File: config.mk
export PLATFORM = sky130hd
export DESIGN_NAME = intr_route
export DESIGN_NICKNAME = d
export VERILOG_FILES = /design/src/hdl/sync_two_ff.v /design/src/hdl/line_route.v /design/src/hdl/intr_route.v
export VERILOG_INCLUDE_DIRS = /design/src /design/src/hdl
export SDC_FILE = /design/constraint.sdc
export NUM_CORES = 1
export LEC_CHECK = 0
export ABC_AREA = 1
export BUFFER_PORTS_ARGS = -buffer_cell sky130_fd_sc_hd__clkbuf_2
export CAP_MARGIN = 20
export CORE_ASPECT_RATIO = 0.6
export CORE_MARGIN = 2
export CORE_UTILIZATION = 35
export DETAILED_ROUTE_END_ITERATION = 10
export PLACE_DENSITY = 0.53
export SYNTH_ARGS = -nofsm -noshare
export SYNTH_HDL_FRONTEND = slang
export SYNTH_SLANG_ARGS = --single-unit
File: constraint.sdc
create_clock -name sys_clk -period 2.6 [get_ports sys_clk]
set_input_delay 0.52 -clock sys_clk [delete_from_list [all_inputs] [get_ports sys_clk]]
set_output_delay 0.52 -clock sys_clk [all_outputs]
set_load 0.05 [all_outputs]
File: src/hdl/intr_route_map.vh
// register offsets, field positions and reset values of the interrupt router
`ifndef INTR_ROUTE_MAP_VH
`define INTR_ROUTE_MAP_VH

`define OFF_INTERRUPT_CLEAR 12'h000
`define OFF_LINE_MAP_FIRST 12'h004
`define OFF_LINE_MAP_SECOND 12'h008
`define OFF_PENDING_STATUS 12'h00C
`define OFF_MASK 12'h010
`define OFF_INTR_STATUS 12'h014
`define OFF_INTR_MASK 12'h018

// source index order, also the pending status and mask layout
`define SRC_MAILBOX0 0
`define SRC_LOCMON0 4
`define SRC_DMA_CH0 8
`define SRC_DMA_CH1 9
`define SRC_VME_LEVEL1 10
`define SRC_PCI_ERR 17
`define SRC_VME_ERR 18
`define SRC_VME_EDGE 19
`define SRC_ACK_DONE 20
`define SRC_SYS_FAIL 21
`define SRC_POWER_FAIL 22
`define NUM_SRC 23

// clear register bit positions
`define CLR_MAILBOX0 16
`define CLR_LOCMON0 20
`define CLR_DMA_CH0 24
`define CLR_DMA_CH1 25
`define CLR_PCI_ERR 13
`define CLR_VME_ERR 12
`define CLR_VME_EDGE 11
`define CLR_ACK_DONE 10
`define CLR_SYS_FAIL 9
`define CLR_POWER_FAIL 8

// map first: mailbox0 at 1:0, locmon0 at 9:8, dma0 at 17:16
`define MAP1_MAILBOX0_LSB 0
`define MAP1_LOCMON0_LSB 8
`define MAP1_DMA_CH0_LSB 16
`define MAP1_WRITE_MASK 32'h000F_FFFF
// map second: level1 at 3:2 .. level7 at 15:14, others above
`define MAP2_VME_LEVEL1_LSB 2
`define MAP2_PCI_ERR_LSB 16
`define MAP2_VME_ERR_LSB 18
`define MAP2_VME_EDGE_LSB 20
`define MAP2_ACK_DONE_LSB 22
`define MAP2_SYS_FAIL_LSB 24
`define MAP2_POWER_FAIL_LSB 26
`define MAP2_WRITE_MASK 32'h0FFF_FFFC
`define MAP_RESET 32'h0000_0000

`define NUM_LINES 4
`define EVT_BITS 2
`define EVT_SET_ERR 0
`define EVT_UNMAPPED 1
`endif

File: src/hdl/sync_two_ff.v
// two flip-flop synchroniser for a bus of levels
`timescale 1ns/1ps
module sync_two_ff #(
    parameter WIDTH = 1
) (
    input wire sys_clk,
    input wire rst_n,
    input wire [WIDTH-1:0] async_in,
    output reg [WIDTH-1:0] sync_out
);
    reg [WIDTH-1:0] meta_r;

    always @(posedge sys_clk or negedge rst_n) begin
        if (!rst_n) begin
            meta_r <= {WIDTH{1'b0}};
            sync_out <= {WIDTH{1'b0}};
        end else begin
            meta_r <= async_in;
            sync_out <= meta_r;
        end
    end
endmodule

File: src/hdl/line_route.v
// routes pending sources onto four active-low interrupt lines
`timescale 1ns/1ps
module line_route #(
    parameter NSRC = 23
) (
    input wire sys_clk,
    input wire rst_n,
    input wire [NSRC-1:0] pending,
    input wire [2*NSRC-1:0] line_sel,
    output reg [3:0] int_line_n
);
    wire [3:0] hit [0:NSRC];
    assign hit[0] = 4'h0;

    genvar i;
    generate
        for (i = 0; i < NSRC; i = i + 1) begin : g_src
            assign hit[i+1] = hit[i] |
                ({4{pending[i]}} & (4'h1 << line_sel[2*i+1:2*i]));
        end
    endgenerate

    always @(posedge sys_clk or negedge rst_n) begin
        if (!rst_n) begin
            int_line_n <= 4'hF;
        end else begin
            int_line_n <= ~hit[NSRC];
        end
    end
endmodule

File: src/hdl/intr_route.v
// interrupt clear and pci line routing block with apb register slave
//
// The register addresses and the APB interface to the registers were left to the implementer.
`timescale 1ns/1ps
`include "intr_route_map.vh"
module intr_route (
    input wire sys_clk,
    input wire rst_n,
    input wire psel,
    input wire penable,
    input wire pwrite,
    input wire [11:0] paddr,
    input wire [31:0] pwdata,
    output wire pready,
    output reg [31:0] prdata,
    output wire pslverr,
    input wire [`NUM_SRC-1:0] src_event,
    input wire [`NUM_SRC-1:0] src_async,
    output wire [3:0] int_line_n,
    output wire irq
);
    localparam NS = `NUM_SRC;

    reg [NS-1:0] pending_r;
    reg [NS-1:0] pending_nxt;
    reg [NS-1:0] src_mask_r;
    reg [31:0] map1_r;
    reg [31:0] map2_r;
    reg [`EVT_BITS-1:0] evt_status_r;
    reg [`EVT_BITS-1:0] evt_mask_r;
    reg [NS-1:0] async_prev_r;
    reg [NS-1:0] clr_vec;
    reg [2*NS-1:0] line_sel;
    reg addr_ok;
    wire [NS-1:0] async_sync;
    wire [NS-1:0] async_rise;
    wire [NS-1:0] raw_set;
    wire wr_en;
    wire rd_en;
    wire [`EVT_BITS-1:0] evt_set;
    integer k;
    integer j;

    assign pready = 1'b1;
    assign wr_en = psel & penable & pwrite;
    assign rd_en = psel & penable & ~pwrite;

    always @* begin
        case (paddr)
            `OFF_INTERRUPT_CLEAR,
            `OFF_LINE_MAP_FIRST,
            `OFF_LINE_MAP_SECOND,
            `OFF_PENDING_STATUS,
            `OFF_MASK,
            `OFF_INTR_STATUS,
            `OFF_INTR_MASK: begin
                addr_ok = 1'b1;
            end
            default: begin
                addr_ok = 1'b0;
            end
        endcase
    end
    assign pslverr = psel & penable & ~addr_ok;

    sync_two_ff #(
        .WIDTH(NS)
    ) u_sync (
        .sys_clk(sys_clk),
        .rst_n(rst_n),
        .async_in(src_async),
        .sync_out(async_sync)
    );

    // rising edges of pin-level sources become events
    always @(posedge sys_clk or negedge rst_n) begin
        if (!rst_n) begin
            async_prev_r <= {NS{1'b0}};
        end else begin
            async_prev_r <= async_sync;
        end
    end
    assign async_rise = async_sync & ~async_prev_r;
    assign raw_set = (src_event | async_rise) & src_mask_r;

    // clear command bits mapped onto source order
    always @* begin
        clr_vec = {NS{1'b0}};
        if (wr_en && paddr == `OFF_INTERRUPT_CLEAR) begin
            for (k = 0; k < 4; k = k + 1) begin
                clr_vec[`SRC_MAILBOX0+k] = pwdata[`CLR_MAILBOX0+k];
                clr_vec[`SRC_LOCMON0+k] = pwdata[`CLR_LOCMON0+k];
            end
            clr_vec[`SRC_DMA_CH0] = pwdata[`CLR_DMA_CH0];
            clr_vec[`SRC_DMA_CH1] = pwdata[`CLR_DMA_CH1];
            clr_vec[`SRC_PCI_ERR] = pwdata[`CLR_PCI_ERR];
            clr_vec[`SRC_VME_ERR] = pwdata[`CLR_VME_ERR];
            clr_vec[`SRC_VME_EDGE] = pwdata[`CLR_VME_EDGE];
            clr_vec[`SRC_ACK_DONE] = pwdata[`CLR_ACK_DONE];
            clr_vec[`SRC_SYS_FAIL] = pwdata[`CLR_SYS_FAIL];
            clr_vec[`SRC_POWER_FAIL] = pwdata[`CLR_POWER_FAIL];
        end
    end

    always @* begin
        pending_nxt = (pending_r & ~clr_vec) | raw_set;
    end

    always @(posedge sys_clk or negedge rst_n) begin
        if (!rst_n) begin
            pending_r <= {NS{1'b0}};
        end else begin
            pending_r <= pending_nxt;
        end
    end

    // map and mask writable fields, maps and event mask reset zero, source mask reset all ones
    always @(posedge sys_clk or negedge rst_n) begin
        if (!rst_n) begin
            map1_r <= `MAP_RESET;
            map2_r <= `MAP_RESET;
            src_mask_r <= {NS{1'b1}};
            evt_mask_r <= {`EVT_BITS{1'b0}};
        end else if (wr_en) begin
            if (paddr == `OFF_LINE_MAP_FIRST) begin
                map1_r <= pwdata & `MAP1_WRITE_MASK;
            end
            if (paddr == `OFF_LINE_MAP_SECOND) begin
                map2_r <= pwdata & `MAP2_WRITE_MASK;
            end
            if (paddr == `OFF_MASK) begin
                src_mask_r <= pwdata[NS-1:0];
            end
            if (paddr == `OFF_INTR_MASK) begin
                evt_mask_r <= pwdata[`EVT_BITS-1:0];
            end
        end
    end

    // gather per-source line select fields
    always @* begin
        line_sel = {2*NS{1'b0}};
        for (j = 0; j < 4; j = j + 1) begin
            line_sel[2*(`SRC_MAILBOX0+j) +: 2] = map1_r[`MAP1_MAILBOX0_LSB+2*j +: 2];
            line_sel[2*(`SRC_LOCMON0+j) +: 2] = map1_r[`MAP1_LOCMON0_LSB+2*j +: 2];
        end
        for (j = 0; j < 2; j = j + 1) begin
            line_sel[2*(`SRC_DMA_CH0+j) +: 2] = map1_r[`MAP1_DMA_CH0_LSB+2*j +: 2];
        end
        for (j = 0; j < 7; j = j + 1) begin
            line_sel[2*(`SRC_VME_LEVEL1+j) +: 2] = map2_r[`MAP2_VME_LEVEL1_LSB+2*j +: 2];
        end
        line_sel[2*`SRC_PCI_ERR +: 2] = map2_r[`MAP2_PCI_ERR_LSB +: 2];
        line_sel[2*`SRC_VME_ERR +: 2] = map2_r[`MAP2_VME_ERR_LSB +: 2];
        line_sel[2*`SRC_VME_EDGE +: 2] = map2_r[`MAP2_VME_EDGE_LSB +: 2];
        line_sel[2*`SRC_ACK_DONE +: 2] = map2_r[`MAP2_ACK_DONE_LSB +: 2];
        line_sel[2*`SRC_SYS_FAIL +: 2] = map2_r[`MAP2_SYS_FAIL_LSB +: 2];
        line_sel[2*`SRC_POWER_FAIL +: 2] = map2_r[`MAP2_POWER_FAIL_LSB +: 2];
    end

    line_route #(
        .NSRC(NS)
    ) u_route (
        .sys_clk(sys_clk),
        .rst_n(rst_n),
        .pending(pending_r),
        .line_sel(line_sel),
        .int_line_n(int_line_n)
    );

    // block events: clear hit an idle source, bad address access
    assign evt_set[`EVT_SET_ERR] = wr_en & (paddr == `OFF_INTERRUPT_CLEAR) &
        (|(clr_vec & ~pending_r));
    assign evt_set[`EVT_UNMAPPED] = psel & penable & ~addr_ok;

    always @(posedge sys_clk or negedge rst_n) begin
        if (!rst_n) begin
            evt_status_r <= {`EVT_BITS{1'b0}};
        end else if (wr_en && paddr == `OFF_INTR_STATUS) begin
            evt_status_r <= (evt_status_r & ~pwdata[`EVT_BITS-1:0]) | evt_set;
        end else begin
            evt_status_r <= evt_status_r | evt_set;
        end
    end
    assign irq = |(evt_status_r & evt_mask_r);

    always @(posedge sys_clk or negedge rst_n) begin
        if (!rst_n) begin
            prdata <= 32'h0000_0000;
        end else if (psel && !penable && !pwrite) begin
            case (paddr)
                `OFF_LINE_MAP_FIRST: begin
                    prdata <= map1_r;
                end
                `OFF_LINE_MAP_SECOND: begin
                    prdata <= map2_r;
                end
                `OFF_PENDING_STATUS: begin
                    prdata <= {{(32-NS){1'b0}}, pending_r};
                end
                `OFF_MASK: begin
                    prdata <= {{(32-NS){1'b0}}, src_mask_r};
                end
                `OFF_INTR_STATUS: begin
                    prdata <= {{(32-`EVT_BITS){1'b0}}, evt_status_r};
                end
                `OFF_INTR_MASK: begin
                    prdata <= {{(32-`EVT_BITS){1'b0}}, evt_mask_r};
                end
                default: begin
                    prdata <= 32'h0000_0000;
                end
            endcase
        end
    end
endmodule

After elaboration in Yosys (flattened, before gate mapping)
Cells that the tools add are included.

Bits of input ports: 95. Register bits after elaboration: 201. Word-level logic and storage cells: 125.

Shifts and indexed selects: 23. Multiplexer cells: 5. Eq/ne operators: 6. Bitwise logic cells: 66. Reduce and logical (&&, ||, !) cells: 14.

Operators by type and width (count): one-hot mux 28 bit (6 select lines) (1); bitwise AND 23 bit (4); bitwise AND 4 bit (23); left shift 1 x 2 -> 4 bit (first input constant) (23); bitwise OR 4 bit (22); inverter 23 bit (3); bitwise OR 23 bit (2); equality test 12 x 5 -> 1 bit (second input constant) (3); equality test 12 x 4 -> 1 bit (second input constant) (2); OR reduction 23 bit (1); equality test 12 x 3 -> 1 bit (second input constant) (1); zero test 12 bit (1); two-way mux 10 bit (1); AND reduction 2 bit (4); OR reduction 7 bit (1); two-way mux 6 bit (1); bitwise AND 1 bit (5); bitwise AND 2 bit (2); logical AND 1 bit (4); inverter 4 bit (1); bitwise OR 2 bit (2); zero test 1 bit (2); two-way mux 2 bit (1); inverter 2 bit (1); other kinds (3) (3).

Logic depth before layout (Yosys ltp)
Depth in word-level cells: 25. Gate-level depth with buffers: 11.

Hierarchy
Synthesis repeated with hierarchy kept, for this count alone.

Cells, all modules: 1038. Area, all modules: 8744.6 µm².

Modules (own cells, without submodules): intr_route (area an instance 6518.8 µm², seq. area each 3707.3 µm², cells an instance 771, instances 1); sync_two_ff (area an instance 1151.1 µm², seq. area each 1151.1 µm², cells an instance 46, instances 1); line_route (area an instance 1074.8 µm², seq. area each 105.1 µm², cells an instance 221, instances 1).

Least setup slack after synthesis
Ideal clock, no wire load.

Path type: input-to-output. Start point: input paddr[11]. End point: output pslverr. Slack: -243 ps. Stages: 7. Path buffers: 1. Arrival time: 2323 ps. Cell sequence: nor2_1 nand2_1 nor2_4 buf_2 nand2_1 nand4_1 nor3_1.

Word-level cells in the longest chain between the ends: 5. Elaborated cells between the ends (all ways): 11.

Ends and longest elaborated chain: start: declaration (RTL line intr_route.v:12) `input wire [11:0] paddr,`; equality test 12 x 3 -> 1 bit, or another cell as far along (RTL line intr_route.v:49) `case (paddr)`; OR reduction 7 bit * (RTL line intr_route.v:49); two-way mux 1 bit * (RTL line intr_route.v:49); inverter 1 bit * (RTL line intr_route.v:64) `assign pslverr = psel & penable & ~addr_ok;`; bitwise AND 1 bit * (RTL line intr_route.v:64); end: declaration (RTL line intr_route.v:16) `output wire pslverr,`.

Every way passes the cells marked *; elsewhere a longest branch is shown, timed or not.

Worst setup path after layout
Start point: input paddr[7]. End point: output pslverr.

The elaborated chain is that of the path after synthesis.

==> metrics.md <==
| Metric | Value |
|---|---|
| Outcome | complete, no violations |
| DRC errors left | 0 |
| Aggregate routed wire length | 26510 um |
| Ant. Diodes | 0 |
| DR WL/cell | about 19 um |
| Area growth syn-to-layout | 19.31% |
| Sw Pwr | roughly 1.4 mW |
| Port bufs | 124 |
| Ratio of cells with drive above 1 in the final layout | just over 20% |
| DP Area | 9488 um2 |
| Total track usage | 21.95% |
| First-pass GRT wire length | ~41000 um |
| Avg Synthesized Cell Area | ~9 um2 |
| HP Class | in2async |
| Peak VDD IR | about 0.38 mV |
| Final instance area | a little over 10000 um2 |
| Maximum clock path buffer count | 2 |
| Final #Nets | ~1200 |
| Top-area cell type share of the netlist area | between 50% and 60% |
| Most frequent cells in the layout | 170 x dfrtp_1, 155 x nand2_1, 150 x inv_1 |
| First drt pass iteration count | 5 |
| FP Rows | 43 |
| Post-synth cell types | 30 |
| Endpoints failing setup | 0 |
| Slew HR | 59.64% |
| Total gr overflow | 0 |
| Worst EP arrival | around 1800 ps |
| Hold slack | between 20 and 30 ps |
| Synth area leaders | dfrtp_1 50%, dfstp_2 8.4%, nand2_1 6.9%, inv_1 6.7%, o21ai_0 5.0% |
| Sequential Power Share | approximately 52% |
| Clock share of power | 42.5% |
| Critical Path RT | roughly 2100 ps |
| Antenna Nets Post-Route | 0 |
| Largest net degree at the start of global routing | slightly below 60 |
| TNS Setup | 0 ps |
| F_max | about 0.43 GHz |
| Sw frac | 23.43% |
| Final worst-path cycle share | about nine tenths |
| DIE HEIGHT | about 120 um |
| # hold bufs at CTS | 0 |
| Max Slew Vio Count | 0 |
| Post-CTS setup repair buffer count | 0 |
| Sink Count | about 200 |
| Finished Core Util | between 40% and 50% |
| Post-cts sizing count | 0 |
| Post-DP HPWL | 20480 um |
| Worst-margin pin slew | a little over 600 ps |
| Clock period minus worst slack | roughly 2300 ps |
| CTS tree | done |
| Post-Syn Area | ~8400 um2 |
| Worst setup EP type | primary output |
| Crit Path Max Fanout | 5 |
| Crit start category | primary input |
| CTS Buf Count | 17 |
| Starting Density | approximately 36% |
| Worst reg2reg path depth | 5 |
| Synthesis Warnings | 0 |
| RSZ-0062 raised after global routing | no |
| Register area share after synthesis | 58.89% |
| Combinational share of power | roughly 5.3% |
| Internal power | ~4.7 mW |
| Max Cap Viol | 0 |
| DR vias | 7125 |
| Syn Inst Count | roughly 940 |
| Most common cell after layout, fill and taps aside | dfrtp_1 |
| CORE AREA | around 23000 um2 |
| Clk slew on worst S/H paths | around 70 ps |
| Gpl congestion | approximately 0.97 |
| Yosys reg bits | 197 |
| Clk Latency, worst-skew pair | about 460 ps |
| Power Density | 604.9 nW/um2 |
| Hold Fails Final Rpt | 0 |
| I/O pin cnt | roughly 130 |
| Vias in the first global route | 6735 |
| CTS H-tree depth | 4 |
| Max Clock Skew | about 11 ps |
| P_leak | 4.725 nW |
| CP Class | in2out |
| Initial antenna violation count | 0 |
| Area leader, netlist | dfrtp_1 |
| Die width | between 200 and 250 um |
| Starting DRC count in detailed routing | about 770 |
| DR vias/cell | approximately 5.1 |
| Root Buffer | clkbuf_16 |
| Die area | 25380 um2 |
state kept, by name (all words and copies together) (netlist names), 4 cells and up:
name	flops
prdata	28
map2_r	26
async_prev_r	23
pending_r	23
src_mask_r	23
u_sync.meta_r	23
u_sync.sync_out	23
map1_r	20
u_route.int_line_n	4
synthesized netlist by cell type:
cell type  number
dfrtp_1       170
nand2_1       155
inv_1         150
o21ai_0        84
nand3_1        65
o21ai_1        40
o22ai_1        39
nor3_1         38
nor2_1         37
dfstp_2        27
a21oi_1        26
nand4_1        23
buf_2          14
clkbuf_1       14
o31ai_1        13
nor4_1         10
buf_4           7
inv_2           4
nand2_2         3
nor2_2          3
and3_1          2
conb_1          2
nand3_2         2
nor2_4          2
nor3_2          2
a22o_1          1
a31oi_1         1
nand3_4         1
nor3_4          1
o211ai_1        1
critical path, stage by stage:
cell,delay (ps)
clkbuf_2,80
nor2_1,190
nand2_1,150
nor2_2,270
nand2_1,100
nand4_1,180
nor3_2,70
clkbuf_2,250
final cells by class:
| class | instances | area (um2) |
|---|---|---|
| clock inverters | 7 | 72.57 |
| multi-input cells | 554 | 2728 |
| well taps | 315 | 394.1 |
| repair buffers | 144 | 824.5 |
| inverters | 154 | 578.1 |
| clock buffers | 25 | 495.5 |
| fillers | 2430 | 13290 |
| flip-flops and latches | 197 | 4964 |
power groups by stage:
stage | Combinational [mW] | Sequential, mW | Clock (mW)
floorplan | 0.115 | 3.23 | 0
global placement | 0.321 | 3.23 | 0
detailed placement | 0.327 | 3.24 | 0
CTS | 0.328 | 3.18 | 2.66
global route | 0.361 | 3.19 | 2.80
finish | 0.321 | 3.18 | 2.58
kinds of logic (layout without fill, tap and decap cells):
| family | Yosys count | in the layout | synth area share, % |
|---|---|---|---|
| AND/OR/NAND/NOR | 344 | 344 | 18.85 |
| AO/OA/AOI/OAI | 205 | 205 | 13.23 |
| flip-flops | 197 | 197 | 58.89 |
| buffers and inverters | 189 | 330 | 8.937 |
| other | 2 | 5 | 0.08911 |
worst paths after layout:
kind,start,to,slack (ps)
worst min-delay path,rst_n,pending_r[15]$_DFF_PN0_,30
worst max-delay path,paddr[7],pslverr,260
max in group asynchronous,rst_n,src_mask_r[5]$_DFFE_PN1P_,1830
min in group sys_clk,src_async[3],u_sync.meta_r[3]$_DFF_PN0_,170
worst min register to register,u_sync.meta_r[10]$_DFF_PN0_,u_sync.sync_out[10]$_DFF_PN0_,340
worst max register to register,pending_r[5]$_DFF_PN0_,u_route.int_line_n[1]$_DFF_PN1_,870
stage by stage:
| stage | worst slack, ps | std cells | power [mW] |
|---|---|---|---|
| after floorplan | 169.8 | 940 | 3.345 |
| after global placement | 289.8 | 1363 | 3.554 |
| after detailed placement | 275.7 | 1364 | 3.563 |
| after CTS | 270.4 | 1396 | 6.167 |
| after global routing | 148.7 | 1396 | 6.347 |
| final | 262.4 | 1396 | 6.083 |
per-layer routing:
layer | part of all wire (%) | global-route usage [%] | vias to the layer above | wire length, um
li1 | - | - | 3356 | -
met1 | 51 | 35.78 | 3446 | 13610
met2 | 39 | 27.68 | 300 | 10220
met3 | 8.8 | 5.583 | 23 | 2333
met4 | 1.3 | 6.138 | 0 | 349
met5 | 0 | 0 | - | 0
Power figures use the tool's default switching activity.
